==> src/logic/afe_i2c_params.svh <==
// Behaviour
// - scl held low past the timeout limit returns the serial interface to idle
// - sda held low by us past the timeout limit resets interface, releasing sda
// - standard mode only, bus clock up to 100 kHz
// - drive sda low for zero, release it for one, never drive high
// - answer only the fixed 7-bit target address 1001000
// - start is sda falling while scl high, and begins a frame
// - address of seven bits plus direction bit, then acknowledge slot
// - acknowledge a matching address, not a mismatching one
// - in a write, the pointer byte follows and is acknowledged
// - data bytes follow the pointer, each acknowledged and stored at the pointer except into status, or into gain or reference while locked
// - after read address acknowledge, shift out the pointed register byte
// - with bus_select_n high ignore all traffic and never acknowledge
// - gain field picks one of seven internal resistors or external option
// - divider field picks internal zero of 67, 50 or 20 percent
// - power saving turns off the current stage and switches in a load
`ifndef AFE_I2C_PARAMS_SVH
`define AFE_I2C_PARAMS_SVH

`define TARGET_ADDR        7'h48
`define SYS_CLK_HZ         100000000
`define TIMEOUT_MS         25
`define TIMEOUT_CYCLES     ((`SYS_CLK_HZ / 1000) * `TIMEOUT_MS)
`define BUS_MAX_KHZ        100

`define OFS_STATUS         8'h00
`define OFS_LOCK           8'h01
`define OFS_GAIN           8'h10
`define OFS_REF            8'h11
`define OFS_MODE           8'h12

`define RST_LOCK           8'h01
`define RST_GAIN           8'h03
`define RST_REF            8'h20
`define RST_MODE           8'h00
`define STATUS_READY       8'h01

`define GAIN_LSB           2
`define GAIN_MSB           4
`define INTZ_LSB           5
`define INTZ_MSB           6
`define REFSRC_BIT         7
`define MODE_LSB           0
`define MODE_MSB           2
`define SHORT_BIT          7
`define LOCK_BIT           0
`define MODE_DEEP_SLEEP    3'h0
`define MODE_STANDBY       3'h2
`define MODE_AMPERO        3'h3
`define GAIN_EXTERNAL      3'h0

`endif

==> src/logic/afe_i2c_pkg.sv <==
package afe_i2c_pkg;

    typedef enum logic [2:0] {
        ST_IDLE,
        ST_ADDR,
        ST_ACK,
        ST_RX,
        ST_TX,
        ST_TX_ACK,
        ST_IGNORE
    } bus_state_t;

    // analog configuration outputs gathered in one carrier
    typedef struct packed {
        logic [2:0] gain_sel;
        logic [1:0] zero_sel;
        logic       ref_external;
        logic       stage_on;
        logic       load_switch;
        logic       counter_amp_on;
        logic       short_fet;
    } afe_config_t;

    // line sample history
    typedef struct packed {
        logic scl;
        logic sda;
    } line_pair_t;

endpackage : afe_i2c_pkg

==> src/logic/afe_reg_bank.sv <==
`timescale 1ns/1ps
`default_nettype none
`include "afe_i2c_params.svh"

// small register bank with registered read data
module afe_reg_bank (
    input  wire logic       sys_clk_in,
    input  wire logic       rst_b_in,
    input  wire logic       wr_en_in,
    input  wire logic [7:0] addr_in,
    input  wire logic [7:0] wr_data_in,
    output logic      [7:0] rd_data_out,
    output logic      [7:0] lock_reg_out,
    output logic      [7:0] gain_reg_out,
    output logic      [7:0] ref_reg_out,
    output logic      [7:0] mode_reg_out
);

    logic [7:0] next_lock;
    logic [7:0] next_gain;
    logic [7:0] next_ref;
    logic [7:0] next_mode;
    logic [7:0] next_rd;
    logic       unlocked;

    // writes; gain and reference refuse writes while locked
    always_comb begin
        unlocked  = ~lock_reg_out[`LOCK_BIT];
        next_lock = lock_reg_out;
        next_gain = gain_reg_out;
        next_ref  = ref_reg_out;
        next_mode = mode_reg_out;
        if (wr_en_in) begin
            unique case (addr_in)
                `OFS_LOCK: next_lock = {7'h00, wr_data_in[`LOCK_BIT]};
                `OFS_GAIN: if (unlocked) next_gain = wr_data_in;
                `OFS_REF:  if (unlocked) next_ref = wr_data_in;
                `OFS_MODE: next_mode = wr_data_in;
                default:   ;
            endcase
        end
        unique case (addr_in)
            `OFS_STATUS: next_rd = `STATUS_READY;
            `OFS_LOCK:   next_rd = lock_reg_out;
            `OFS_GAIN:   next_rd = gain_reg_out;
            `OFS_REF:    next_rd = ref_reg_out;
            `OFS_MODE:   next_rd = mode_reg_out;
            default:     next_rd = 8'h00;
        endcase
    end

    always_ff @(posedge sys_clk_in or negedge rst_b_in) begin
        if (!rst_b_in) begin
            lock_reg_out <= `RST_LOCK;
            gain_reg_out <= `RST_GAIN;
            ref_reg_out  <= `RST_REF;
            mode_reg_out <= `RST_MODE;
            rd_data_out  <= 8'h00;
        end else begin
            lock_reg_out <= next_lock;
            gain_reg_out <= next_gain;
            ref_reg_out  <= next_ref;
            mode_reg_out <= next_mode;
            rd_data_out  <= next_rd;
        end
    end

endmodule : afe_reg_bank
`default_nettype wire

==> src/logic/sensor_afe_i2c_target.sv <==
`timescale 1ns/1ps
`default_nettype none
`include "afe_i2c_params.svh"

module sensor_afe_i2c_target
    import afe_i2c_pkg::*;
#(
    parameter int unsigned TIMEOUT_CYCLES = `TIMEOUT_CYCLES
) (
    input  wire logic  sys_clk_in,
    input  wire logic  rst_b_in,
    input  wire logic  scl_in,
    input  wire logic  sda_in,
    input  wire logic  bus_select_n_in,
    output logic       sda_out,
    output logic       sda_oe_out,
    output afe_config_t config_out,
    output logic       timeout_out
);

    // ------------------------------------------------------------
    // line sampling and condition detect
    // ------------------------------------------------------------
    line_pair_t line;
    line_pair_t line_d;
    line_pair_t next_line;
    logic       start_det;
    logic       stop_det;
    logic       scl_rise;
    logic       scl_fall;

    // inputs are synchronous already; two stages give edge history
    always_comb begin
        next_line.scl = scl_in;
        next_line.sda = sda_in;
    end

    always_ff @(posedge sys_clk_in or negedge rst_b_in) begin
        if (!rst_b_in) begin
            line   <= '{scl: 1'b1, sda: 1'b1};
            line_d <= '{scl: 1'b1, sda: 1'b1};
        end else begin
            line   <= next_line;
            line_d <= line;
        end
    end

    // both conditions need scl high in two samples, so an sda move right at an scl edge is not taken
    assign start_det = line_d.scl & line.scl & line_d.sda & ~line.sda;
    assign stop_det  = line_d.scl & line.scl & ~line_d.sda & line.sda;
    assign scl_rise  = ~line_d.scl & line.scl;
    assign scl_fall  = line_d.scl & ~line.scl;

    // ------------------------------------------------------------
    // stuck-line timeout
    // ------------------------------------------------------------
    localparam int unsigned TW = $clog2(TIMEOUT_CYCLES + 1);
    logic [TW-1:0] stuck_cnt;
    logic [TW-1:0] next_stuck_cnt;
    logic          stuck_hit;
    logic          next_timeout;

    // counts only while scl or our own sda is low; bus at rest never trips
    // one counter serves both stuck cases; a hit drops our sda drive and the frame
    // limitation: the limit is in system clocks, so it scales with the clock rate
    always_comb begin
        stuck_hit      = 1'b0;
        next_stuck_cnt = stuck_cnt;
        if ((line.scl != line_d.scl) || (line.sda != line_d.sda)) begin
            next_stuck_cnt = '0;
        end else if (~line.scl || sda_oe_out) begin
            if (stuck_cnt >= TW'(TIMEOUT_CYCLES - 1)) begin
                stuck_hit      = 1'b1;
                next_stuck_cnt = '0;
            end else begin
                next_stuck_cnt = stuck_cnt + 1'b1;
            end
        end else begin
            next_stuck_cnt = '0;
        end
        next_timeout = stuck_hit;
    end

    always_ff @(posedge sys_clk_in or negedge rst_b_in) begin
        if (!rst_b_in) begin
            stuck_cnt   <= '0;
            timeout_out <= 1'b0;
        end else begin
            stuck_cnt   <= next_stuck_cnt;
            timeout_out <= next_timeout;
        end
    end

    // ------------------------------------------------------------
    // protocol state machine
    // ------------------------------------------------------------
    bus_state_t state;
    bus_state_t next_state;
    logic [7:0] shift;
    logic [7:0] next_shift;
    logic [3:0] bit_cnt;
    logic [3:0] next_bit_cnt;
    logic [7:0] pointer;
    logic [7:0] next_pointer;
    logic [1:0] byte_idx;
    logic [1:0] next_byte_idx;
    logic       is_read;
    logic       next_is_read;
    logic       ack_hold;
    logic       next_ack_hold;
    logic       next_sda_oe;
    logic       wr_en;
    logic [7:0] rd_data;
    logic [7:0] lock_reg;
    logic [7:0] gain_reg;
    logic [7:0] ref_reg;
    logic [7:0] mode_reg;
    logic [7:0] rx_byte;

    assign rx_byte = {shift[6:0], line.sda};

    // frame flow: address byte, ack slot, then pointer byte and data bytes
    // a read address hands out the register at the pointer after its ack slot
    // the ack is held through one full scl high phase and dropped at the next fall
    // limitation: no clock stretching, the register data must be ready in time
    // trade-off: read data come from a flop, fed by a pointer set a byte earlier
    always_comb begin
        next_state    = state;
        next_shift    = shift;
        next_bit_cnt  = bit_cnt;
        next_pointer  = pointer;
        next_byte_idx = byte_idx;
        next_is_read  = is_read;
        next_ack_hold = ack_hold;
        next_sda_oe   = sda_oe_out;
        wr_en         = 1'b0;
        if (bus_select_n_in || stuck_hit) begin
            next_state  = ST_IDLE;
            next_sda_oe = 1'b0;
        end else if (stop_det) begin
            next_state  = ST_IDLE;
            next_sda_oe = 1'b0;
        end else if (start_det) begin
            next_state    = ST_ADDR;
            next_bit_cnt  = 4'h0;
            next_byte_idx = 2'h0;
            next_sda_oe   = 1'b0;
        end else begin
            unique case (state)
                ST_IDLE, ST_IGNORE: ;
                ST_ADDR: begin
                    if (scl_rise) begin
                        next_shift   = rx_byte;
                        next_bit_cnt = bit_cnt + 4'h1;
                    end
                    if (scl_fall && bit_cnt == 4'h8) begin
                        if (shift[7:1] == `TARGET_ADDR) begin
                            next_sda_oe   = 1'b1;
                            next_is_read  = shift[0];
                            next_state    = ST_ACK;
                            next_ack_hold = 1'b0;
                        end else begin
                            next_state = ST_IGNORE;
                        end
                    end
                end
                ST_ACK: begin
                    if (scl_rise) next_ack_hold = 1'b1;
                    if (scl_fall && ack_hold) begin
                        next_sda_oe  = 1'b0;
                        next_bit_cnt = 4'h0;
                        if (is_read && byte_idx == 2'h0) begin
                            next_state  = ST_TX;
                            next_shift  = rd_data;
                            next_sda_oe = ~rd_data[7];
                        end else begin
                            next_state = ST_RX;
                        end
                    end
                end
                ST_RX: begin
                    if (scl_rise) begin
                        next_shift   = rx_byte;
                        next_bit_cnt = bit_cnt + 4'h1;
                    end
                    if (scl_fall && bit_cnt == 4'h8) begin
                        if (byte_idx == 2'h0) begin
                            next_pointer = shift;
                        end else begin
                            wr_en = 1'b1;
                        end
                        next_byte_idx = 2'h1;
                        next_sda_oe   = 1'b1;
                        next_state    = ST_ACK;
                        next_ack_hold = 1'b0;
                    end
                end
                ST_TX: begin
                    if (scl_rise) next_bit_cnt = bit_cnt + 4'h1;
                    if (scl_fall) begin
                        if (bit_cnt == 4'h8) begin
                            next_sda_oe = 1'b0;
                            next_state  = ST_TX_ACK;
                        end else begin
                            next_shift  = {shift[6:0], 1'b0};
                            next_sda_oe = ~shift[6];
                        end
                    end
                end
                ST_TX_ACK: begin
                    // controller nack ends the read; ack sends the same register again
                    if (scl_rise) begin
                        next_state   = line.sda ? ST_IGNORE : ST_ACK;
                        next_ack_hold = 1'b1;
                    end
                end
                default: begin
                    next_state  = ST_IDLE;
                    next_sda_oe = 1'b0;
                end
            endcase
        end
    end

    // register the whole interface state
    always_ff @(posedge sys_clk_in or negedge rst_b_in) begin
        if (!rst_b_in) begin
            state      <= ST_IDLE;
            shift      <= 8'h00;
            bit_cnt    <= 4'h0;
            pointer    <= 8'h00;
            byte_idx   <= 2'h0;
            is_read    <= 1'b0;
            ack_hold   <= 1'b0;
            sda_oe_out <= 1'b0;
        end else begin
            state      <= next_state;
            shift      <= next_shift;
            bit_cnt    <= next_bit_cnt;
            pointer    <= next_pointer;
            byte_idx   <= next_byte_idx;
            is_read    <= next_is_read;
            ack_hold   <= next_ack_hold;
            sda_oe_out <= next_sda_oe;
        end
    end

    // ------------------------------------------------------------
    // sda drive
    // ------------------------------------------------------------

    // open drain: the output value is always low, only the enable moves
    always_ff @(posedge sys_clk_in or negedge rst_b_in) begin
        if (!rst_b_in) sda_out <= 1'b0;
        else           sda_out <= 1'b0;
    end

    // ------------------------------------------------------------
    // configuration registers
    // ------------------------------------------------------------
    // the bank only sees the pointer and the finished byte, never a partial one
    afe_reg_bank u_regs (
        .sys_clk_in   (sys_clk_in),
        .rst_b_in     (rst_b_in),
        .wr_en_in     (wr_en),
        .addr_in      (pointer),
        .wr_data_in   (shift),
        .rd_data_out  (rd_data),
        .lock_reg_out (lock_reg),
        .gain_reg_out (gain_reg),
        .ref_reg_out  (ref_reg),
        .mode_reg_out (mode_reg)
    );

    // ------------------------------------------------------------
    // analog control decode
    // ------------------------------------------------------------
    afe_config_t next_config;
    logic [2:0]  op_mode;

    // decode register fields into analog controls
    always_comb begin
        op_mode                    = mode_reg[`MODE_MSB:`MODE_LSB];
        next_config.gain_sel       = gain_reg[`GAIN_MSB:`GAIN_LSB];
        next_config.zero_sel       = ref_reg[`INTZ_MSB:`INTZ_LSB];
        next_config.ref_external   = ref_reg[`REFSRC_BIT];
        next_config.stage_on       = (op_mode == `MODE_AMPERO);
        next_config.load_switch    = (op_mode != `MODE_AMPERO);
        next_config.counter_amp_on = (op_mode == `MODE_AMPERO) || (op_mode == `MODE_STANDBY);
        next_config.short_fet      = mode_reg[`SHORT_BIT];
    end

    // registered so every analog control comes straight from a flop, glitch free
    always_ff @(posedge sys_clk_in or negedge rst_b_in) begin
        if (!rst_b_in) config_out <= '0;
        else           config_out <= next_config;
    end

endmodule : sensor_afe_i2c_target
`default_nettype wire

==> config.mk <==
export PLATFORM = sky130hd
export DESIGN_NAME = sensor_afe_i2c_target
export DESIGN_NICKNAME = d
export VERILOG_FILES = /design/src/logic/afe_i2c_pkg.sv /design/src/logic/afe_reg_bank.sv /design/src/logic/sensor_afe_i2c_target.sv
export VERILOG_INCLUDE_DIRS = /design/src /design/src/logic
export SDC_FILE = /design/constraint.sdc
export NUM_CORES = 1
export LEC_CHECK = 0
export ABC_AREA = 1
export BUFFER_PORTS_ARGS = -buffer_cell sky130_fd_sc_hd__buf_4
export CAP_MARGIN = 15
export CORE_UTILIZATION = 65
export CTS_CLUSTER_DIAMETER = 50
export DETAILED_ROUTE_END_ITERATION = 8
export PLACE_DENSITY_LB_ADDON = 0.05
export SETUP_SLACK_MARGIN = 0.15
export SYNTH_ARGS = -nofsm -noshare
export SYNTH_HDL_FRONTEND = slang
export SYNTH_SLANG_ARGS = --single-unit
==> constraint.sdc <==
create_clock -name sys_clk_in -period 4.66 [get_ports sys_clk_in]
set_input_delay 0.699 -clock sys_clk_in [delete_from_list [all_inputs] [get_ports sys_clk_in]]
set_output_delay 0.699 -clock sys_clk_in [all_outputs]
set_load 0.01 [all_outputs]
==> impl_metrics.yaml, run 1 <==
status:
  status: "complete, no violations"
synthesis:
  synth_cells: 568
  yosysWarnings: 0
  ys_ff_latch: 97
  syn_area_um2: 4732
  synth_edf_count: 0
  ys_seq_area_share_pct: 51.51
  syn_nets: 579
  ys_types: 40
  synthFlopType: "dfrtp_1"
  avgSynthCellArea_um2: 8.331
  async_flop_share_pct: 100.0
setup_path:
  cp.required_ns: 4.89
  ff2ff_path_depth: 10
  start_kind: "register"
  r2r_start: "state[1]$_DFFE_PN0P_"
  worst-setup-path-type: "reg2reg"
  cp.arrival_ns: 2.58
  cp-startpoint: "state[1]$_DFFE_PN0P_"
  r2r_slack_ns: 2.32
  worstPathMaxFanout: 15
  cp-end-kind: "register"
  worstReg2RegEnd: "shift[3]$_DFFE_PN0P_"
  crit_end: "shift[3]$_DFFE_PN0P_"
final_layout:
  layout_commonest_cell: "nand2_1"
  final_cell_mix: "nand2_1 (152), dfrtp_1 (89), inv_1 (64)"
  stdcell_area_um2: 5139
  fill_cells: 531
  final_layout_size_suffix_gt1_share_pct: 11.51
  layout.nets: 597
  syn_to_final_growth_pct: 8.593
  antennaDiodeCount: 0
routing:
  drtAntennaViolNets: 0
  num_vias: 3962
  drt_first_pass_iters: 6
  wl_per_cell_um: 15.81
  routed_wl_um: 10860
  viasPerCell: 5.767
  drtIter0Drc: 363
  remaining_drc_errors: 0
timing:
  fin_crit_ns: 2.340
  fin_ws_ns: 2.320
  slew_violations: 0
  hold_viol_final: 0
  tns_ns: 0
  worst_slew_pin_slew_ns: 0.7100
  rsz0062_at_grt: "no"
  skew_ns: 0.009738
  finalSetupViolations: 0
  period_share_pct: 50.22
  slew-limit-headroom_pct: 52.66
  fmax_mhz: 427.3
die:
  io_pins: 18
  fp.dieH_um: 87.33
  start_util_pct: 68.51
  die_x_um: 87.33
  fp.dieArea_um2: 7626
  core_area_um2: 6907
  rows: 30
run:
  maxCapViolations: 0
clock_network:
  cts_tree: "done"
  cts-root-buf: "clkbuf_8"
  numCtsBuffers: 9
  cts-hold-fix-buffers: 0
  ctsResizeCount: 0
  clkSinkCount: 97
  cts.clk_slew.worst_paths_ns: 0.10
  clk_latency_ns: 0.36
  cts_setup_buffers: 0
  htree_levels: 3
  clockBufferDepth: 2
placed_design:
  place_hpwl_um: 7400
  place.gp.congestion: 0.9170
  portBuffers: 16
  post-place-ws_ns: 2.434
  placed_cell_area_um2: 4903
grt:
  grt_max_degree: 58
  grt-ovfl-total: 0
  first_global_vias: 3804
  grt_pass1_wl_um: 18110
  antenna_found_initial: 0
  grt_use_total_pct: 31.33
power_and_ir_drop:
  power.density_nw_per_um2: 400.6
  ir_worst_vdd_mv: 0.2717
  p_leak_nw: 2.469
  total_power_mw: 2.059
hold_path:
  min_path_type: "in2async"
[metrics by stage]
stage / cells / utilization [%] / hold slack (ns)
after floorplan: 568 / - / 0.3668
after global placement: 671 / 71.00 / 0.3698
after detailed placement: 671 / 71.00 / 0.3763
after CTS: 687 / 74.40 / 0.3933
after global routing: 687 / 74.40 / 0.3967
final: 687 / 74.40 / 0.3756
[synthesized netlist by cell type (2+ instances only)]
master,n,share of area (%)
o21ai_1,41,4.3
inv_2,6,0.48
nand4_2,2,0.53
o21ai_0,21,2.2
nand2_1,152,12
ha_1,6,1.6
nand3_2,2,0.42
nor2_1,60,4.8
clkbuf_1,2,0.16
buf_4,2,0.32
nor3_1,11,1.2
o211a_1,4,0.85
dfrtp_1,89,47
nand4_1,13,1.7
dfstp_2,8,4.4
buf_6,4,0.95
a21oi_1,11,1.2
nand4_4,4,1.8
nor4_1,4,0.53
inv_1,64,5.1
nor3b_1,5,0.79
nand2_2,2,0.26
xor2_1,2,0.37
o21ai_2,6,1.1
nand3_1,31,3.3
nor2_2,2,0.26
[final cells by class]
cell class | instances | area, um2 | share of cell area, %
multi-input combinational | 391 | 1956 | 38.06
clock buffer | 10 | 137.6 | 2.678
inverter | 70 | 262.8 | 5.113
clock inverter | 6 | 97.59 | 1.899
sequential | 97 | 2437 | 47.43
tap | 96 | 120.1 | 2.337
timing repair buffer | 17 | 127.6 | 2.484
[worst max-delay path, stage by stage (launching register included)]
cell,delay [ns]
dfrtp_1,0.42
inv_2,0.10
nand2_1,0.12
nor2_1,0.29
nor2_1,0.20
nand2_1,0.12
nand2_1,0.10
nor2_1,0.18
nand4_2,0.38
nand2_1,0.22
o21ai_1,0.10
[metal layers]
layer,up-vias,track usage (%),wire (um)
met3,38,5.687,756
met5,-,0,0
li1,1884,-,-
met4,0,13.11,316
met2,172,50.07,5235
met1,1868,42.37,4554
[cell families after synthesis]
logic type      Yosys count  synth area share, %
xor+xnor                  3               0.5554
flops                    97                51.51
compound gates           89                10.66
simple gates            292                28.45
buf+inv                  80                7.165
other cells               1              0.07925
fa+ha+maj                 6                1.586
[worst min path at each step]
stage / startpoint / end / slack (ns)
detailed placement: line[0]$_DFF_PN1_ / line_d[0]$_DFF_PN1_ / 0.38
CTS: line[1]$_DFF_PN1_ / line_d[1]$_DFF_PN1_ / 0.39
global placement: line[0]$_DFF_PN1_ / line_d[0]$_DFF_PN1_ / 0.37
floorplan: line[0]$_DFF_PN1_ / line_d[0]$_DFF_PN1_ / 0.37
global route: line[0]$_DFF_PN1_ / line_d[0]$_DFF_PN1_ / 0.40
finish: rst_b_in / stuck_cnt[11]$_DFF_PN0_ / 0.38
[sequential cells by signal (all words and copies together), names as in the netlist]
| name | count |
|---|---|
| u_regs.rd_data_out | 8 |
| is_read | 1 |
| shift | 8 |
| stuck_cnt | 22 |
| byte_idx | 1 |
| config_out | 10 |
| pointer | 8 |
| u_regs.lock_reg_out | 1 |
| u_regs.ref_reg_out | 8 |
| sda_oe_out | 1 |
| bit_cnt | 4 |
| u_regs.mode_reg_out | 8 |
| timeout_out | 1 |
| line | 2 |
| u_regs.gain_reg_out | 8 |
| line_d | 2 |
| state | 3 |
| ack_hold | 1 |
[power by group]
group / total (mW) / internal [mW] / switching, mW
Combinational: 0.481 / 0.136 / 0.345
Clock: 0.636 / 0.325 / 0.311
Sequential: 0.942 / 0.893 / 0.0490
Note: power is estimated with default switching activity, not from simulation.
==> run 2, diff against run 1 <==
CORE_UTILIZATION = 62   (was 65)
clock period = 2.4 ns   (was 4.66 ns; I/O delays follow)
==> impl_metrics.yaml, run 2 (synthesized netlist as in run 1, its figures left out) <==
power_and_ir_drop:
  ir_worst_vdd_mv: 0.5731
  power.density_nw_per_um2: 728.2
  p_leak_nw: 2.502
  total_power_mw: 3.780
run:
  maxCapViolations: 0
setup_path:
  slowest_stage: "dfrtp_1"
  cp.required_ns: 2.64
  worst-setup-path-type: "reg2reg"
  worstPathMaxFanout: 16
  cp.arrival_ns: 2.38
  max_stage_delay_ns: 0.44
  cp-end-kind: "register"
  crit_chain: "inv_1, ha_1, nand2_1, nor2_2, nand3_2, nor4_4, buf_4, nand4_4, nand2_1, o21ai_1"
  cpMostUsedCell: "nand2_1"
  start_kind: "register"
routing:
  drtIter0Drc: 256
  routed_wl_um: 10390
  wl_per_cell_um: 14.88
  drtAntennaViolNets: 0
  remaining_drc_errors: 0
  drt_first_pass_iters: 8
  num_vias: 3905
  viasPerCell: 5.595
die:
  fp.dieH_um: 89.37
  core_area_um2: 7331
  start_util_pct: 64.55
  rows: 31
  die_x_um: 89.37
  fp.dieArea_um2: 7986
  io_pins: 18
timing:
  tns_ns: 0
  period_share_pct: 89.12
  slew_violations: 0
  hold_viol_final: 0
  finalSetupViolations: 0
  fin_ws_ns: 0.2611
  worst_slew_pin_slew_ns: 0.6840
  fmax_mhz: 467.5
  fin_crit_ns: 2.139
  skew_ns: 0.01428
  rsz0062_at_grt: "yes"
  slew-limit-headroom_pct: 54.35
grt:
  grt_max_degree: 47
  grt_pass1_wl_um: 17210
  antenna_found_initial: 0
  grt_use_total_pct: 28.80
  first_global_vias: 3751
  grt-ovfl-total: 0
final_layout:
  antennaDiodeCount: 0
  syn_to_final_growth_pct: 9.704
  reg.largest.list: "stuck_cnt: 22 flops, config_out: 10 flops"
  largest-register: "stuck_cnt"
  layout.nets: 605
  stdcell_area_um2: 5191
  fill_cells: 563
  finalCoreUtilization_pct: 70.81
  final_layout_size_suffix_gt1_share_pct: 13.02
  largest_reg_flops: 22
  layout_commonest_cell: "nand2_1"
  final_cell_mix: "nand2_1 (152), dfrtp_1 (89), inv_1 (64)"
clock_network:
  htree_levels: 3
  clockBufferDepth: 2
  cts.clk_slew.worst_paths_ns: 0.11
  cts-root-buf: "clkbuf_8"
  clk_latency_ns: 0.37
  cts_tree: "done"
  clkSinkCount: 97
  numCtsBuffers: 9
status:
  status: "complete, no violations"
placed_design:
  place.gp.congestion: 0.9416
  place_hpwl_um: 7372
  post-place-ws_ns: 0.1927
  portBuffers: 16
  placed_cell_area_um2: 4965
hold_path:
  min_path_type: "in2reg"
-- run 2: cell count changes in the layout (fill, tap and decap cells not counted), sizes merged --
cell / previous run / this run
inv: 72 / 73
dlygate4sd3: 0 / 1
clkinv: 2 / 3
bufinv: 2 / 0
buf: 17 / 24
-- run 2: critical path, delay by kind of cell, from the launching register on --
family,cells,cell delay [ns]
AOI/OAI and AO/OA,1,0.08
adders and majority gates,1,0.14
buffers and inverters,2,0.30
DFF,1,0.44
and+or+nand+nor,6,1.05
-- run 2: worst paths after layout --
kind,startpoint,end,slack (ns),depth (start not counted)
worst min register to register,line[1]$_DFF_PN1_,line_d[1]$_DFF_PN1_,0.39,0
worst min-delay path,sda_in,line[0]$_DFF_PN1_,0.11,1
max in group asynchronous,rst_b_in,u_regs.gain_reg_out[0]$_DFFE_PN1P_,1.22,3
worst max register to register,bit_cnt[0]$_DFFE_PN0P_,u_regs.mode_reg_out[1]$_DFFE_PN0P_,0.26,10
min in group asynchronous,rst_b_in,stuck_cnt[16]$_DFF_PN0_,0.48,2
worst max-delay path,bit_cnt[0]$_DFFE_PN0P_,u_regs.mode_reg_out[1]$_DFFE_PN0P_,0.26,10
-- run 2: power by group --
| part | switching [mW] | internal (mW) |
|---|---|---|
| Clock | 0.613 | 0.402 |
| Sequential | 0.100 | 1.73 |
| Combinational | 0.656 | 0.275 |
| Total | 1.37 | 2.41 |
-- run 2: metal layers --
metal | vias to the layer above | track usage [%] | wire length (um)
met5 | - | 0 | 0
met4 | 0 | 10.97 | 189
met3 | 19 | 5.633 | 466
met2 | 115 | 48.16 | 5148
met1 | 1873 | 37.32 | 4584
li1 | 1898 | - | -
-- run 2: repair_timing --
item / 4_1_cts / 5_1_grt
hold endpoints to repair: 31 / 0
setup buffers: 0 / 1
hold buffers: 1 / 0
resized for setup: 0 / 6
endpoints found under the setup margin: 0 / 50
-- run 2: per-stage QoR --
stage	cells	hold slack [ns]
2_1_floorplan	568	0.06441
3_3_place_gp	680	0.3430
3_5_place_dp	680	0.3482
4_1_cts	697	0.09076
5_1_grt	698	0.08523
6_report	698	0.1056
-- run 2: final cells by class --
cell class,count,area (um2),share of cell area [%]
clock inverter,6,57.56,1.109
clock buffer,10,127.6,2.458
tap,99,123.9,2.386
sequential,97,2437,46.95
inverter,70,262.8,5.061
multi-input combinational,391,1979,38.13
timing repair buffer,25,202.7,3.905
==> run 3, diff against run 2 <==
CELL_PAD_IN_SITES_DETAIL_PLACEMENT = 1   (was default)
CELL_PAD_IN_SITES_GLOBAL_PLACEMENT = 2   (was default)
CORE_UTILIZATION = 41   (was 62)
HOLD_SLACK_MARGIN = 0.08   (was default)
clock period = 2.65 ns   (was 2.4 ns; I/O delays follow)
==> impl_metrics.yaml, run 3 (synthesized netlist as in run 1, its figures left out) <==
timing:
  skew_ns: 0.007011
  hold_viol_final: 0
  slew-limit-headroom_pct: 52.86
  period_share_pct: 83.73
  fmax_mhz: 450.7
  fin_ws_ns: 0.4312
  fin_crit_ns: 2.219
  finalSetupViolations: 0
  slew_violations: 0
  worst_slew_pin_slew_ns: 0.7064
  tns_ns: 0
  rsz0062_at_grt: "no"
final_layout:
  seq_area_um2: 2437
  stdcell_area_um2: 5298
  largest_reg_flops: 22
  final_cell_mix: "nand2_1 (152), dfrtp_1 (89), inv_1 (64)"
  reg.largest.list: "stuck_cnt: 22 flops, config_out: 10 flops"
  syn_to_final_growth_pct: 11.95
  finalCoreUtilization_pct: 48.03
  layout.nets: 602
  fill_cells: 1348
  layout_commonest_cell: "nand2_1"
  largest-register: "stuck_cnt"
  multi_input_area_um2: 1969
  fin_cells: 736
  antennaDiodeCount: 0
  final_layout_size_suffix_gt1_share_pct: 11.74
hold_path:
  worstHoldEndpoint: "line[1]$_DFF_PN1_"
  min_path_type: "in2reg"
  worstHoldPathCells: 1
  hp-start: "scl_in"
die:
  core_area_um2: 11030
  start_util_pct: 42.90
  die_x_um: 109.4
  fp.dieH_um: 109.4
  fp.dieArea_um2: 11970
  rows: 38
  io_pins: 18
setup_path:
  max_stage_delay_ns: 0.43
  worst-setup-path-type: "reg2reg"
  r2r_start: "bit_cnt[0]$_DFFE_PN0P_"
  slowest_stage: "nor4_4"
  worstReg2RegEnd: "u_regs.ref_reg_out[2]$_DFFE_PN0P_"
  cpMostUsedCell: "nand2_1"
  crit_chain: "inv_1, ha_1, nand2_1, nor2_2, nand3_2, nor4_4, nand4_4, nand2_1, o21ai_1"
  r2r_slack_ns: 0.43
  cp-end-kind: "register"
  cp.arrival_ns: 2.45
  ff2ff_path_depth: 9
  start_kind: "register"
  cp.required_ns: 2.88
  worstPathMaxFanout: 16
power_and_ir_drop:
  power.density_nw_per_um2: 705.5
  p_leak_nw: 2.526
  ir_worst_vdd_mv: 0.3487
routing:
  drtIter0Drc: 172
  num_vias: 3864
  drtAntennaViolNets: 0
  remaining_drc_errors: 0
  routed_wl_um: 12100
  wl_per_cell_um: 16.44
  viasPerCell: 5.250
  drt_first_pass_iters: 4
status:
  status: "complete, no violations"
placed_design:
  portBuffers: 16
  place.gp.congestion: 0.8617
  place_hpwl_um: 8842
  post-place-ws_ns: 0.3379
  placed_cells: 719
  placed_cell_area_um2: 5001
clock_network:
  cts.clk_slew.worst_paths_ns: 0.06
  clockBufferDepth: 2
  clkSinkCount: 97
  cts_tree: "done"
  clk_latency_ns: 0.35
  cts-root-buf: "clkbuf_16"
  numCtsBuffers: 9
  htree_levels: 3
run:
  maxCapViolations: 0
grt:
  grt_use_total_pct: 22.66
  grt_pass1_wl_um: 20180
  grt_max_degree: 56
  first_global_vias: 4036
  grt-ovfl-total: 0
  antenna_found_initial: 0
==> run 3: metal layers <==
layer | track usage, % | vias up | wire length (um)
met1 | 28.35 | 1900 | 5551
met5 | 0 | - | 0
met3 | 4.742 | 19 | 362
met4 | 8.571 | 0 | 277
met2 | 38.45 | 53 | 5912
li1 | - | 1892 | -
==> run 3: power breakdown <==
part / leakage [nW] / internal [mW] / total (mW) / switching [mW]
registers: 1.30 / 1.57 / 1.65 / 0.0813
logic: 1.09 / 0.247 / 0.861 / 0.614
clock network: 0.133 / 0.663 / 1.22 / 0.560
==> run 3: how the worst max path moves through the flow <==
stage | from | to | slack (ns)
3_5_place_dp | line[1]$_DFF_PN1_ | state[2]$_DFFE_PN0P_ | 0.34
5_1_grt | bit_cnt[0]$_DFFE_PN0P_ | u_regs.gain_reg_out[5]$_DFFE_PN0P_ | 0.22
6_report | bit_cnt[0]$_DFFE_PN0P_ | u_regs.ref_reg_out[2]$_DFFE_PN0P_ | 0.43
4_1_cts | line[1]$_DFF_PN1_ | shift[6]$_DFFE_PN0P_ | 0.29
2_1_floorplan | line[1]$_DFF_PN1_ | stuck_cnt[4]$_DFF_PN0_ | 0.68
3_3_place_gp | line[1]$_DFF_PN1_ | state[2]$_DFFE_PN0P_ | 0.38
==> run 3: worst max-delay path: cells and delay by family, from the launching register on <==
kind                     cells  cell delay [ns]
AND/OR/NAND/NOR              6             1.35
adder cells (fa/ha/maj)      1             0.14
flip-flops                   1             0.42
AO/OA/AOI/OAI                1             0.08
buffers and inverters        1             0.10
==> run 3: area by class of cell <==
class | count | share of cell area, %
multi-input combinational | 391 | 37.18
sequential | 97 | 46.01
inverter | 70 | 4.960
tap | 140 | 3.307
clock inverter | 4 | 0.4960
timing repair buffer | 22 | 3.401
clock buffer | 12 | 4.653
==> run 3: per-stage QoR <==
stage                     hold WS [ns]  total power [mW]
final                           0.1544             3.737
after global routing            0.1362             3.964
after CTS                       0.1428             3.787
after detailed placement        0.3788             2.532
after global placement          0.3735             2.511
after floorplan                 0.1019             2.261
==> run 3: what timing repair did <==
item                                    4_1_cts  5_1_grt
setup buffers                                 0        0
resized for setup                             0        2
hold buffers                                  1        0
endpoints found under the setup margin        0        5
endpoints found under the hold margin        40        0
